--- config.mk ---
export PLATFORM = sky130hd
export DESIGN_NAME = csw_top
export DESIGN_NICKNAME = d
export VERILOG_FILES = /design/src/csw_pkg.sv /design/src/csw_int_osc.sv /design/src/csw_ext_sync.sv /design/src/csw_top.sv
export VERILOG_INCLUDE_DIRS = /design/src
export SDC_FILE = /design/constraint.sdc
export NUM_CORES = 1
export LEC_CHECK = 0
export ABC_AREA = 1
export BUFFER_PORTS_ARGS = -buffer_cell sky130_fd_sc_hd__buf_2
export CELL_PAD_IN_SITES_DETAIL_PLACEMENT = 0
export CELL_PAD_IN_SITES_GLOBAL_PLACEMENT = 1
export CORE_MARGIN = 4
export CORE_UTILIZATION = 47
export CTS_CLUSTER_DIAMETER = 200
export CTS_CLUSTER_SIZE = 28
export DETAILED_ROUTE_END_ITERATION = 7
export PLACE_DENSITY_LB_ADDON = 0.15
export REMOVE_ABC_BUFFERS = 1
export SYNTH_ARGS = -nofsm -noshare
export SYNTH_HDL_FRONTEND = slang
export SYNTH_SLANG_ARGS = --single-unit
--- constraint.sdc ---
create_clock -name i_clk_sys -period 2.8 [get_ports i_clk_sys]
set_input_delay 0.14 -clock i_clk_sys [delete_from_list [all_inputs] [get_ports i_clk_sys]]
set_output_delay 0.14 -clock i_clk_sys [all_outputs]
set_load 0.005 [all_outputs]
--- src/csw_consts.svh ---
`ifndef CSW_CONSTS_SVH
`define CSW_CONSTS_SVH

`define CSW_ADDR_W 2
`define CSW_DATA_W 8
`define CSW_ADDR_CTRL 2'h0
`define CSW_ADDR_TRIM 2'h1
`define CSW_ADDR_CFG 2'h2

`define CSW_CTRL_SRC_HI 7
`define CSW_CTRL_SRC_LO 6
`define CSW_CTRL_IFS_HI 5
`define CSW_CTRL_IFS_LO 4
`define CSW_CTRL_XR_HI 3
`define CSW_CTRL_XR_LO 2
`define CSW_CTRL_EXTERNAL_CLOCK_GENERATOR_ENABLE 1
`define CSW_CTRL_ENGAGED 0
`define CSW_CFG_KEEP 1
`define CSW_CFG_CLKOUT 0

`define CSW_TRIM_RESET 8'h80
`define CSW_TRIM_CENTER 10'sd128
`define CSW_TRIM_STEP_SHIFT 9
`define CSW_EDGES_TO_ENGAGE 2'h2

`define CSW_CLK_SYS_KHZ 100000
`define CSW_INT_F4_KHZ 4000
`define CSW_INT_F8_KHZ 8000
`define CSW_INT_F12_KHZ 12800
`define CSW_ACC_STEP 17'h00100
`define CSW_HALF_Q8_F4 (`CSW_CLK_SYS_KHZ * 128 / `CSW_INT_F4_KHZ)
`define CSW_HALF_Q8_F8 (`CSW_CLK_SYS_KHZ * 128 / `CSW_INT_F8_KHZ)
`define CSW_HALF_Q8_F12 (`CSW_CLK_SYS_KHZ * 128 / `CSW_INT_F12_KHZ)

`endif

--- src/csw_pkg.sv ---
package csw_pkg;

    typedef enum logic [1:0] {
        CSW_SRC_INT,
        CSW_SRC_EXT,
        CSW_SRC_RC,
        CSW_SRC_XTAL
    } csw_src_t;

    typedef enum logic [1:0] {
        CSW_IFS_4M,
        CSW_IFS_8M,
        CSW_IFS_12M8,
        CSW_IFS_RSVD
    } csw_ifs_t;

    typedef enum logic [1:0] {
        CSW_XR_HIGH,
        CSW_XR_MID,
        CSW_XR_LOW,
        CSW_XR_RSVD
    } csw_xr_t;

    typedef enum logic [1:0] {
        CSW_ST_INT,
        CSW_ST_CHECK,
        CSW_ST_EXT
    } csw_state_t;

    typedef struct packed {
        csw_src_t src;
        csw_ifs_t ifs;
        csw_xr_t xr;
        logic external_clock_generator_enable;
    } csw_ctrl_t;

    typedef struct packed {
        logic drive_val;
        logic oe_n;
        logic xtal_amp_out;
        logic gpio_free;
    } csw_pin_out_t;

    typedef struct packed {
        logic full_rate_en;
        logic half_rate_en;
        logic full_rate_level;
    } csw_clocks_t;

endpackage

--- src/csw_int_osc.sv ---
`timescale 1ns/1ps
`include "csw_consts.svh"

module csw_int_osc
    import csw_pkg::*;
(
    input wire logic i_clk_sys,
    input wire logic i_rst_n,
    input wire logic i_run,
    input wire logic [15:0] i_half_q8,
    input wire logic [7:0] i_trim,
    output logic o_level,
    output logic o_rise
);

    logic signed [9:0] trim_s;
    logic signed [26:0] prod;
    logic signed [17:0] period_s;
    logic [16:0] period;
    logic [16:0] acc_reg;
    logic [16:0] acc_sum;

    // A larger trim value lengthens the half period, lowering the frequency.
    always_comb
    begin
        trim_s = $signed({2'b00, i_trim}) - `CSW_TRIM_CENTER;
        prod = trim_s * $signed({1'b0, i_half_q8});
        period_s = $signed({2'b00, i_half_q8}) + prod[26:`CSW_TRIM_STEP_SHIFT];
        period = period_s[16:0];
        acc_sum = acc_reg + `CSW_ACC_STEP;
    end

    always_ff @(posedge i_clk_sys or negedge i_rst_n)
    begin
        if (!i_rst_n)
        begin
            acc_reg <= 17'h00000;
            o_level <= 1'b0;
            o_rise <= 1'b0;
        end
        else if (!i_run)
        begin
            acc_reg <= 17'h00000;
            o_level <= 1'b0;
            o_rise <= 1'b0;
        end
        else if (acc_sum >= period)
        begin
            acc_reg <= acc_sum - period;
            o_level <= ~o_level;
            o_rise <= ~o_level;
        end
        else
        begin
            acc_reg <= acc_sum;
            o_rise <= 1'b0;
        end
    end

endmodule

--- src/csw_ext_sync.sv ---
`timescale 1ns/1ps

module csw_ext_sync
    import csw_pkg::*;
(
    input wire logic i_clk_sys,
    input wire logic i_rst_n,
    input wire logic i_pin,
    output logic o_level,
    output logic o_rise
);

    logic meta_reg;
    logic last_reg;

    // Two flip-flops bring the pin into the clock domain before any logic reads it.
    always_ff @(posedge i_clk_sys or negedge i_rst_n)
    begin
        if (!i_rst_n)
        begin
            meta_reg <= 1'b0;
            o_level <= 1'b0;
            last_reg <= 1'b0;
            o_rise <= 1'b0;
        end
        else
        begin
            meta_reg <= i_pin;
            o_level <= meta_reg;
            last_reg <= o_level;
            o_rise <= o_level & ~last_reg;
        end
    end

endmodule

--- src/csw_top.sv ---
// Our own choices: the address-and-strobe port and the register addresses.
`timescale 1ns/1ps
`include "csw_consts.svh"

module csw_top
    import csw_pkg::*;
(
    input wire logic i_clk_sys,
    input wire logic i_rst_n,
    input wire logic [`CSW_ADDR_W-1:0] i_addr,
    input wire logic [`CSW_DATA_W-1:0] i_wr_data,
    input wire logic i_wr,
    input wire logic i_rd,
    input wire logic i_stop_osc_enable,
    input wire logic i_osc_input_pin,
    output logic [`CSW_DATA_W-1:0] o_rd_data,
    output csw_clocks_t o_clocks,
    output csw_pin_out_t o_osc_output_pin,
    output logic o_osc_input_pin_en,
    output logic [2:0] o_crystal_amp_en,
    output logic o_int_osc_running,
    output logic o_irq
);

    // ************************************************************
    // Decoding helpers.
    // ************************************************************

    function automatic logic [2:0] xtal_amp_decode(input csw_src_t src, input csw_xr_t xr);
        logic [2:0] amp;
        amp = 3'h0;
        if (src == CSW_SRC_XTAL)
        begin
            case (xr)
                CSW_XR_HIGH: amp = 3'h1;
                CSW_XR_MID: amp = 3'h2;
                CSW_XR_LOW: amp = 3'h4;
                default: amp = 3'h0;
            endcase
        end
        return amp;
    endfunction

    function automatic logic [15:0] half_period_decode(input csw_ifs_t ifs);
        logic [15:0] hp;
        hp = 16'(`CSW_HALF_Q8_F4);
        case (ifs)
            CSW_IFS_8M: hp = 16'(`CSW_HALF_Q8_F8);
            CSW_IFS_12M8: hp = 16'(`CSW_HALF_Q8_F12);
            default: hp = 16'(`CSW_HALF_Q8_F4);
        endcase
        return hp;
    endfunction

    // ************************************************************
    // Reset release.
    // ************************************************************

    logic rst_meta_reg;
    logic rst_n_sync;

    always_ff @(posedge i_clk_sys or negedge i_rst_n)
    begin
        if (!i_rst_n)
        begin
            rst_meta_reg <= 1'b0;
            rst_n_sync <= 1'b0;
        end
        else
        begin
            rst_meta_reg <= 1'b1;
            rst_n_sync <= rst_meta_reg;
        end
    end

    // ************************************************************
    // Declarations.
    // ************************************************************

    csw_ctrl_t ctrl_reg;
    logic [7:0] trim_reg;
    logic keep_alive_reg;
    logic clkout_en_reg;
    csw_state_t state_reg;
    logic engaged_reg;
    logic int_run_reg;
    logic [1:0] edge_cnt_reg;
    logic half_phase_reg;
    logic osc_on;
    logic ext_req;
    logic wr_ctrl;
    logic wr_trim;
    logic wr_cfg;
    logic int_level;
    logic int_rise;
    logic ext_level;
    logic ext_rise;
    logic sel_rise;
    logic sel_level;

    assign wr_ctrl = i_wr && (i_addr == `CSW_ADDR_CTRL);
    assign wr_trim = i_wr && (i_addr == `CSW_ADDR_TRIM);
    assign wr_cfg = i_wr && (i_addr == `CSW_ADDR_CFG);
    assign osc_on = i_stop_osc_enable | keep_alive_reg;
    assign ext_req = ctrl_reg.external_clock_generator_enable && (ctrl_reg.src != CSW_SRC_INT);

    // ************************************************************
    // Control register.
    // ************************************************************

    always_ff @(posedge i_clk_sys or negedge rst_n_sync)
    begin
        if (!rst_n_sync)
        begin
            ctrl_reg.src <= CSW_SRC_INT;
            ctrl_reg.ifs <= CSW_IFS_4M;
            ctrl_reg.xr <= CSW_XR_HIGH;
            ctrl_reg.external_clock_generator_enable <= 1'b0;
        end
        else if (wr_ctrl)
        begin
            ctrl_reg.src <= csw_src_t'(i_wr_data[`CSW_CTRL_SRC_HI:`CSW_CTRL_SRC_LO]);
            ctrl_reg.ifs <= csw_ifs_t'(i_wr_data[`CSW_CTRL_IFS_HI:`CSW_CTRL_IFS_LO]);
            ctrl_reg.xr <= csw_xr_t'(i_wr_data[`CSW_CTRL_XR_HI:`CSW_CTRL_XR_LO]);
            ctrl_reg.external_clock_generator_enable <= i_wr_data[`CSW_CTRL_EXTERNAL_CLOCK_GENERATOR_ENABLE];
        end
    end

    // ************************************************************
    // Trim register, reset to the centre; never loaded by hardware.
    // ************************************************************

    always_ff @(posedge i_clk_sys or negedge rst_n_sync)
    begin
        if (!rst_n_sync)
        begin
            trim_reg <= `CSW_TRIM_RESET;
        end
        else if (wr_trim)
        begin
            trim_reg <= i_wr_data;
        end
    end

    // ************************************************************
    // Configuration register.
    // ************************************************************

    always_ff @(posedge i_clk_sys or negedge rst_n_sync)
    begin
        if (!rst_n_sync)
        begin
            keep_alive_reg <= 1'b0;
            clkout_en_reg <= 1'b0;
        end
        else
        begin
            if (wr_cfg)
            begin
                keep_alive_reg <= i_wr_data[`CSW_CFG_KEEP];
            end
            if (ctrl_reg.src == CSW_SRC_EXT)
            begin
                clkout_en_reg <= 1'b0;
            end
            else if (wr_cfg)
            begin
                clkout_en_reg <= i_wr_data[`CSW_CFG_CLKOUT];
            end
        end
    end

    // ************************************************************
    // Read port.
    // ************************************************************

    always_ff @(posedge i_clk_sys or negedge rst_n_sync)
    begin
        if (!rst_n_sync)
        begin
            o_rd_data <= 8'h00;
        end
        else if (i_rd)
        begin
            case (i_addr)
                `CSW_ADDR_CTRL: o_rd_data <= {ctrl_reg, engaged_reg};
                `CSW_ADDR_TRIM: o_rd_data <= trim_reg;
                `CSW_ADDR_CFG: o_rd_data <= {6'h00, keep_alive_reg, clkout_en_reg};
                default: o_rd_data <= 8'h00;
            endcase
        end
        else
        begin
            o_rd_data <= 8'h00;
        end
    end

    // ************************************************************
    // Clock sources.
    // ************************************************************

    csw_int_osc u_int_osc (
        .i_clk_sys(i_clk_sys),
        .i_rst_n(rst_n_sync),
        .i_run(int_run_reg & osc_on),
        .i_half_q8(half_period_decode(ctrl_reg.ifs)),
        .i_trim(trim_reg),
        .o_level(int_level),
        .o_rise(int_rise)
    );

    csw_ext_sync u_ext_sync (
        .i_clk_sys(i_clk_sys),
        .i_rst_n(rst_n_sync),
        .i_pin(i_osc_input_pin),
        .o_level(ext_level),
        .o_rise(ext_rise)
    );

    // ************************************************************
    // Source hand-over.
    // ************************************************************

    always_ff @(posedge i_clk_sys or negedge rst_n_sync)
    begin
        if (!rst_n_sync)
        begin
            state_reg <= CSW_ST_INT;
            engaged_reg <= 1'b0;
            int_run_reg <= 1'b1;
            edge_cnt_reg <= 2'h0;
        end
        else
        begin
            case (state_reg)
                CSW_ST_INT:
                begin
                    int_run_reg <= 1'b1;
                    engaged_reg <= 1'b0;
                    edge_cnt_reg <= 2'h0;
                    if (ext_req)
                    begin
                        state_reg <= CSW_ST_CHECK;
                    end
                end
                CSW_ST_CHECK:
                begin
                    if (!ext_req)
                    begin
                        state_reg <= CSW_ST_INT;
                    end
                    else if (ext_rise && osc_on)
                    begin
                        edge_cnt_reg <= edge_cnt_reg + 2'h1;
                        if (edge_cnt_reg + 2'h1 == `CSW_EDGES_TO_ENGAGE)
                        begin
                            engaged_reg <= 1'b1;
                            state_reg <= CSW_ST_EXT;
                        end
                    end
                end
                CSW_ST_EXT:
                begin
                    if (!ext_req)
                    begin
                        engaged_reg <= 1'b0;
                        int_run_reg <= 1'b1;
                        state_reg <= CSW_ST_INT;
                    end
                    else
                    begin
                        int_run_reg <= 1'b0;
                    end
                end
                default:
                begin
                    state_reg <= CSW_ST_INT;
                end
            endcase
        end
    end

    // ************************************************************
    // Full-rate and half-rate clocks; wait mode has no effect here.
    // ************************************************************

    assign sel_rise = (engaged_reg ? ext_rise : int_rise) & osc_on;
    assign sel_level = engaged_reg ? ext_level : int_level;

    always_ff @(posedge i_clk_sys or negedge rst_n_sync)
    begin
        if (!rst_n_sync)
        begin
            o_clocks <= '0;
            half_phase_reg <= 1'b0;
        end
        else
        begin
            o_clocks.full_rate_en <= sel_rise;
            o_clocks.full_rate_level <= sel_level & osc_on;
            if (sel_rise)
            begin
                half_phase_reg <= ~half_phase_reg;
            end
            o_clocks.half_rate_en <= sel_rise & half_phase_reg;
        end
    end

    // ************************************************************
    // Oscillator pins.
    // ************************************************************

    always_ff @(posedge i_clk_sys or negedge rst_n_sync)
    begin
        if (!rst_n_sync)
        begin
            o_osc_input_pin_en <= 1'b0;
            o_crystal_amp_en <= 3'h0;
            o_osc_output_pin <= '{drive_val: 1'b0, oe_n: 1'b1, xtal_amp_out: 1'b0,
                                  gpio_free: 1'b1};
        end
        else
        begin
            o_osc_input_pin_en <= (ctrl_reg.src != CSW_SRC_INT) && osc_on;
            o_crystal_amp_en <= osc_on ? xtal_amp_decode(ctrl_reg.src, ctrl_reg.xr) : 3'h0;
            case (ctrl_reg.src)
                CSW_SRC_XTAL:
                begin
                    o_osc_output_pin.drive_val <= 1'b0;
                    o_osc_output_pin.oe_n <= 1'b1;
                    o_osc_output_pin.xtal_amp_out <= 1'b1;
                    o_osc_output_pin.gpio_free <= 1'b0;
                end
                CSW_SRC_EXT:
                begin
                    o_osc_output_pin.drive_val <= 1'b0;
                    o_osc_output_pin.oe_n <= 1'b1;
                    o_osc_output_pin.xtal_amp_out <= 1'b0;
                    o_osc_output_pin.gpio_free <= 1'b1;
                end
                default:
                begin
                    o_osc_output_pin.drive_val <= clkout_en_reg & sel_level & osc_on;
                    o_osc_output_pin.oe_n <= ~clkout_en_reg;
                    o_osc_output_pin.xtal_amp_out <= 1'b0;
                    o_osc_output_pin.gpio_free <= ~clkout_en_reg;
                end
            endcase
        end
    end

    // ************************************************************
    // Status outputs.
    // ************************************************************

    always_ff @(posedge i_clk_sys or negedge rst_n_sync)
    begin
        if (!rst_n_sync)
        begin
            o_int_osc_running <= 1'b0;
            o_irq <= 1'b0;
        end
        else
        begin
            o_int_osc_running <= int_run_reg & osc_on;
            o_irq <= 1'b0;
        end
    end

endmodule

==> results.toml <==
[logic_synthesis]
ys_types = 47
syn_avg_cell_area_um2 = 8.09
ys_seq_area_share_pct = 26.7
syn_area_mm2 = 0.00648
synth.yosys.warnings = 0
ys_async_sr_fraction_pct = 100
synth-seq-cells = 69
syn_inst = 801
synth_top_flop_cell = "dfrtp_1"
synth_edf_count = 0

[cts]
clock_path_buffers = 2
clk_pin_slew_ns = 0.06
clkLatencyLatePin_ns = 0.33
cts-root-buf = "clkbuf_16"
cts_tree = "built"
ctsHtreeMaxLevel = 3
numCtsBuffers = 9
clock_sinks = 69

[worst_setup_path]
end_kind = "flop"
worstPathArrival_ns = 7.30
worstSetupStartpointType = "flop"
critical_path_class = "flop to flop"
cpPeakStageDelay_ns = 0.60
worstPathRequired_ns = 3.02
crit_path_top_delay_cell = "fa_1"
path_max_fanout = 5

[floorplanning]
die_x_um = 125
dieArea_mm2 = 0.0157
num_io_pins = 37
row_count = 42
die_h_um = 125
coreArea_mm2 = 0.0133
start_util_pct = 48.5

[timing]
finalSetupViolations = 19
setup_ws_ns = -4.28
finalSetupTns_ns = -80.12
fmax_mhz = 141
post-route-period-util_pct = 253
tightest_slew_ns = 0.648
grt_setup_unrepaired = "yes"
slew_headroom_pct = 56.7
maxSlewViolCount = 0
fin_crit_ns = 7.08
fin_skew_ns = 0.00548
hold_viol_final = 0

[routing]
wl_per_cell_um = 14.4
vias = 6012
first_pass_iters = 4
via_per_inst = 5.03
ant_nets = 0
first_iter_violations = 242
wl_um = 17300
post-route-drc-count = 0

[finish]
largest_register_ffs = 17
diodes = 0
syn_to_final_growth_pct = 42.8
final_cell_mix = "buf_4, nand2_1, inv_1, ha_1, dfrtp_1"
regArea_mm2 = 0.00173
multi_input_area_mm2 = 0.00485
drive_gt1_share_pct = 36.7
final_common_cell = "buf_4"
fin_nets = 1154
nFillCells = 1102

[run_status]
violations = "setup timing"
outcome = "complete, but fails checks"

[grt]
track_usage_pct = 22.4
grt_overflow = 0
grt_max_degree = 27
grt_pass1_vias = 6340
antenna_found_initial = 0
grt_pass1_wl_um = 29200

[worst_hold_path]
min_path_type = "primary input to flop"

[place]
gp_congestion = 0.884
hpwl_um = 13300
io_buffers = 35

[job]
cap_violations = 0
## stage by stage
step,cells,util [%],cell area [µm²],hold WS (ns),setup WS [ns]
floorplan,792,-,6430,-0.156,-4.48
global placement,1159,59.9,7990,-0.0747,-4.53
detailed placement,1159,59.9,7990,-0.0728,-4.76
CTS,1190,66.5,8880,0.0359,-4.29
global route,1196,69.3,9250,0.0535,-4.64
finish,1196,69.3,9250,0.0472,-4.28
## per-layer routing
layer / share of wire [%] / routed length [µm] / GRT usage [%] / vias to the layer above
met3: 3.1 / 529 / 3.80 / 41
met5: 0 / 0 / 0 / -
met2: 53 / 9080 / 40.1 / 114
met4: 3.3 / 578 / 8.23 / 0
li1: - / - / - / 2973
met1: 41 / 7090 / 27.0 / 2884
## path summary, 6_finish.rpt
path                                    startpoint                         endpoint  slack (ns)  cells past startpoint
max                        ctrl_reg[4]$_DFFE_PN0P_  u_int_osc.acc_reg[13]$_DFF_PN0_       -4.28                     40
min in group asynchronous                  i_rst_n           rst_meta_reg$_DFF_PN0_        0.12                      2
max in group asynchronous     rst_n_sync$_DFF_PN0_          trim_reg[7]$_DFFE_PN1P_        1.80                      1
min reg2reg                   rst_n_sync$_DFF_PN0_            o_clocks[1]$_DFF_PN0_        0.23                      0
max reg2reg                ctrl_reg[4]$_DFFE_PN0P_  u_int_osc.acc_reg[13]$_DFF_PN0_       -4.28                     40
min                                           i_rd           o_rd_data[0]$_DFF_PN0_        0.05                      3
## area by class of cell
cell class	instances	share of cell area, %
multi-input cells	580	52.4
well taps	176	2.38
flip-flops and latches	69	18.7
clock inverters	6	1.01
repair buffers	211	16.9
clock buffers	10	2.58
inverters	144	5.91
## critical path, delay by kind of cell, from the launching register on
family	cells	cell delay, ns
flops	1	0.43
simple gates	19	1.96
buf+inv	10	0.92
fa+ha+maj	9	3.48
compound gates	1	0.05
xor+xnor	1	0.12
## timing repair
action / CTS / global route
endpoints found under the setup margin: 19 / 19
resized for setup: 75 / 93
pin swaps: 32 / 57
hold endpoints to repair: 3 / 0
cloned: 2 / 0
hold buffers: 2 / 0
setup buffers: 11 / 9
## cell families (layout without fill, tap and decap cells)
group | Yosys count | count (layout) | synth area share (%)
and+or+nand+nor | 298 | 299 | 20.3
other | 2 | 3 | 0.116
buffers and inverters | 154 | 371 | 9.21
DFF | 69 | 69 | 26.7
muxes | 2 | 2 | 0.309
AOI/OAI and AO/OA | 111 | 111 | 9.60
xor gates and xnor gates | 42 | 42 | 5.68
adders and majority gates | 123 | 123 | 28.0
## cells in the mapped netlist, drive strengths merged (2+ instances only)
cell	instances	area share (%)
buf	4	0.52
nand4	11	1.4
o21bai	4	0.46
nor4	3	0.52
xor2	25	3.4
nand3	26	2.2
conb	2	0.12
nor3	5	0.46
xnor2	17	2.3
dfstp	4	1.6
nand2	175	11
nor2	69	4.3
inv	143	8.3
o21ai	54	4.2
or2	3	0.29
clkbuf	6	0.35
a21o	2	0.23
a211oi	2	0.23
nand3b	4	0.46
dfrtp	65	25
fa	37	11
a21oi	39	3.2
o22ai	2	0.19
mux2i	2	0.31
ha	86	17
a21boi	2	0.23
a221oi	2	0.37
a31o	2	0.27
Power is not shown: default switching activity piles up to over one toggle a cycle in this logic, so the estimate is an artifact.
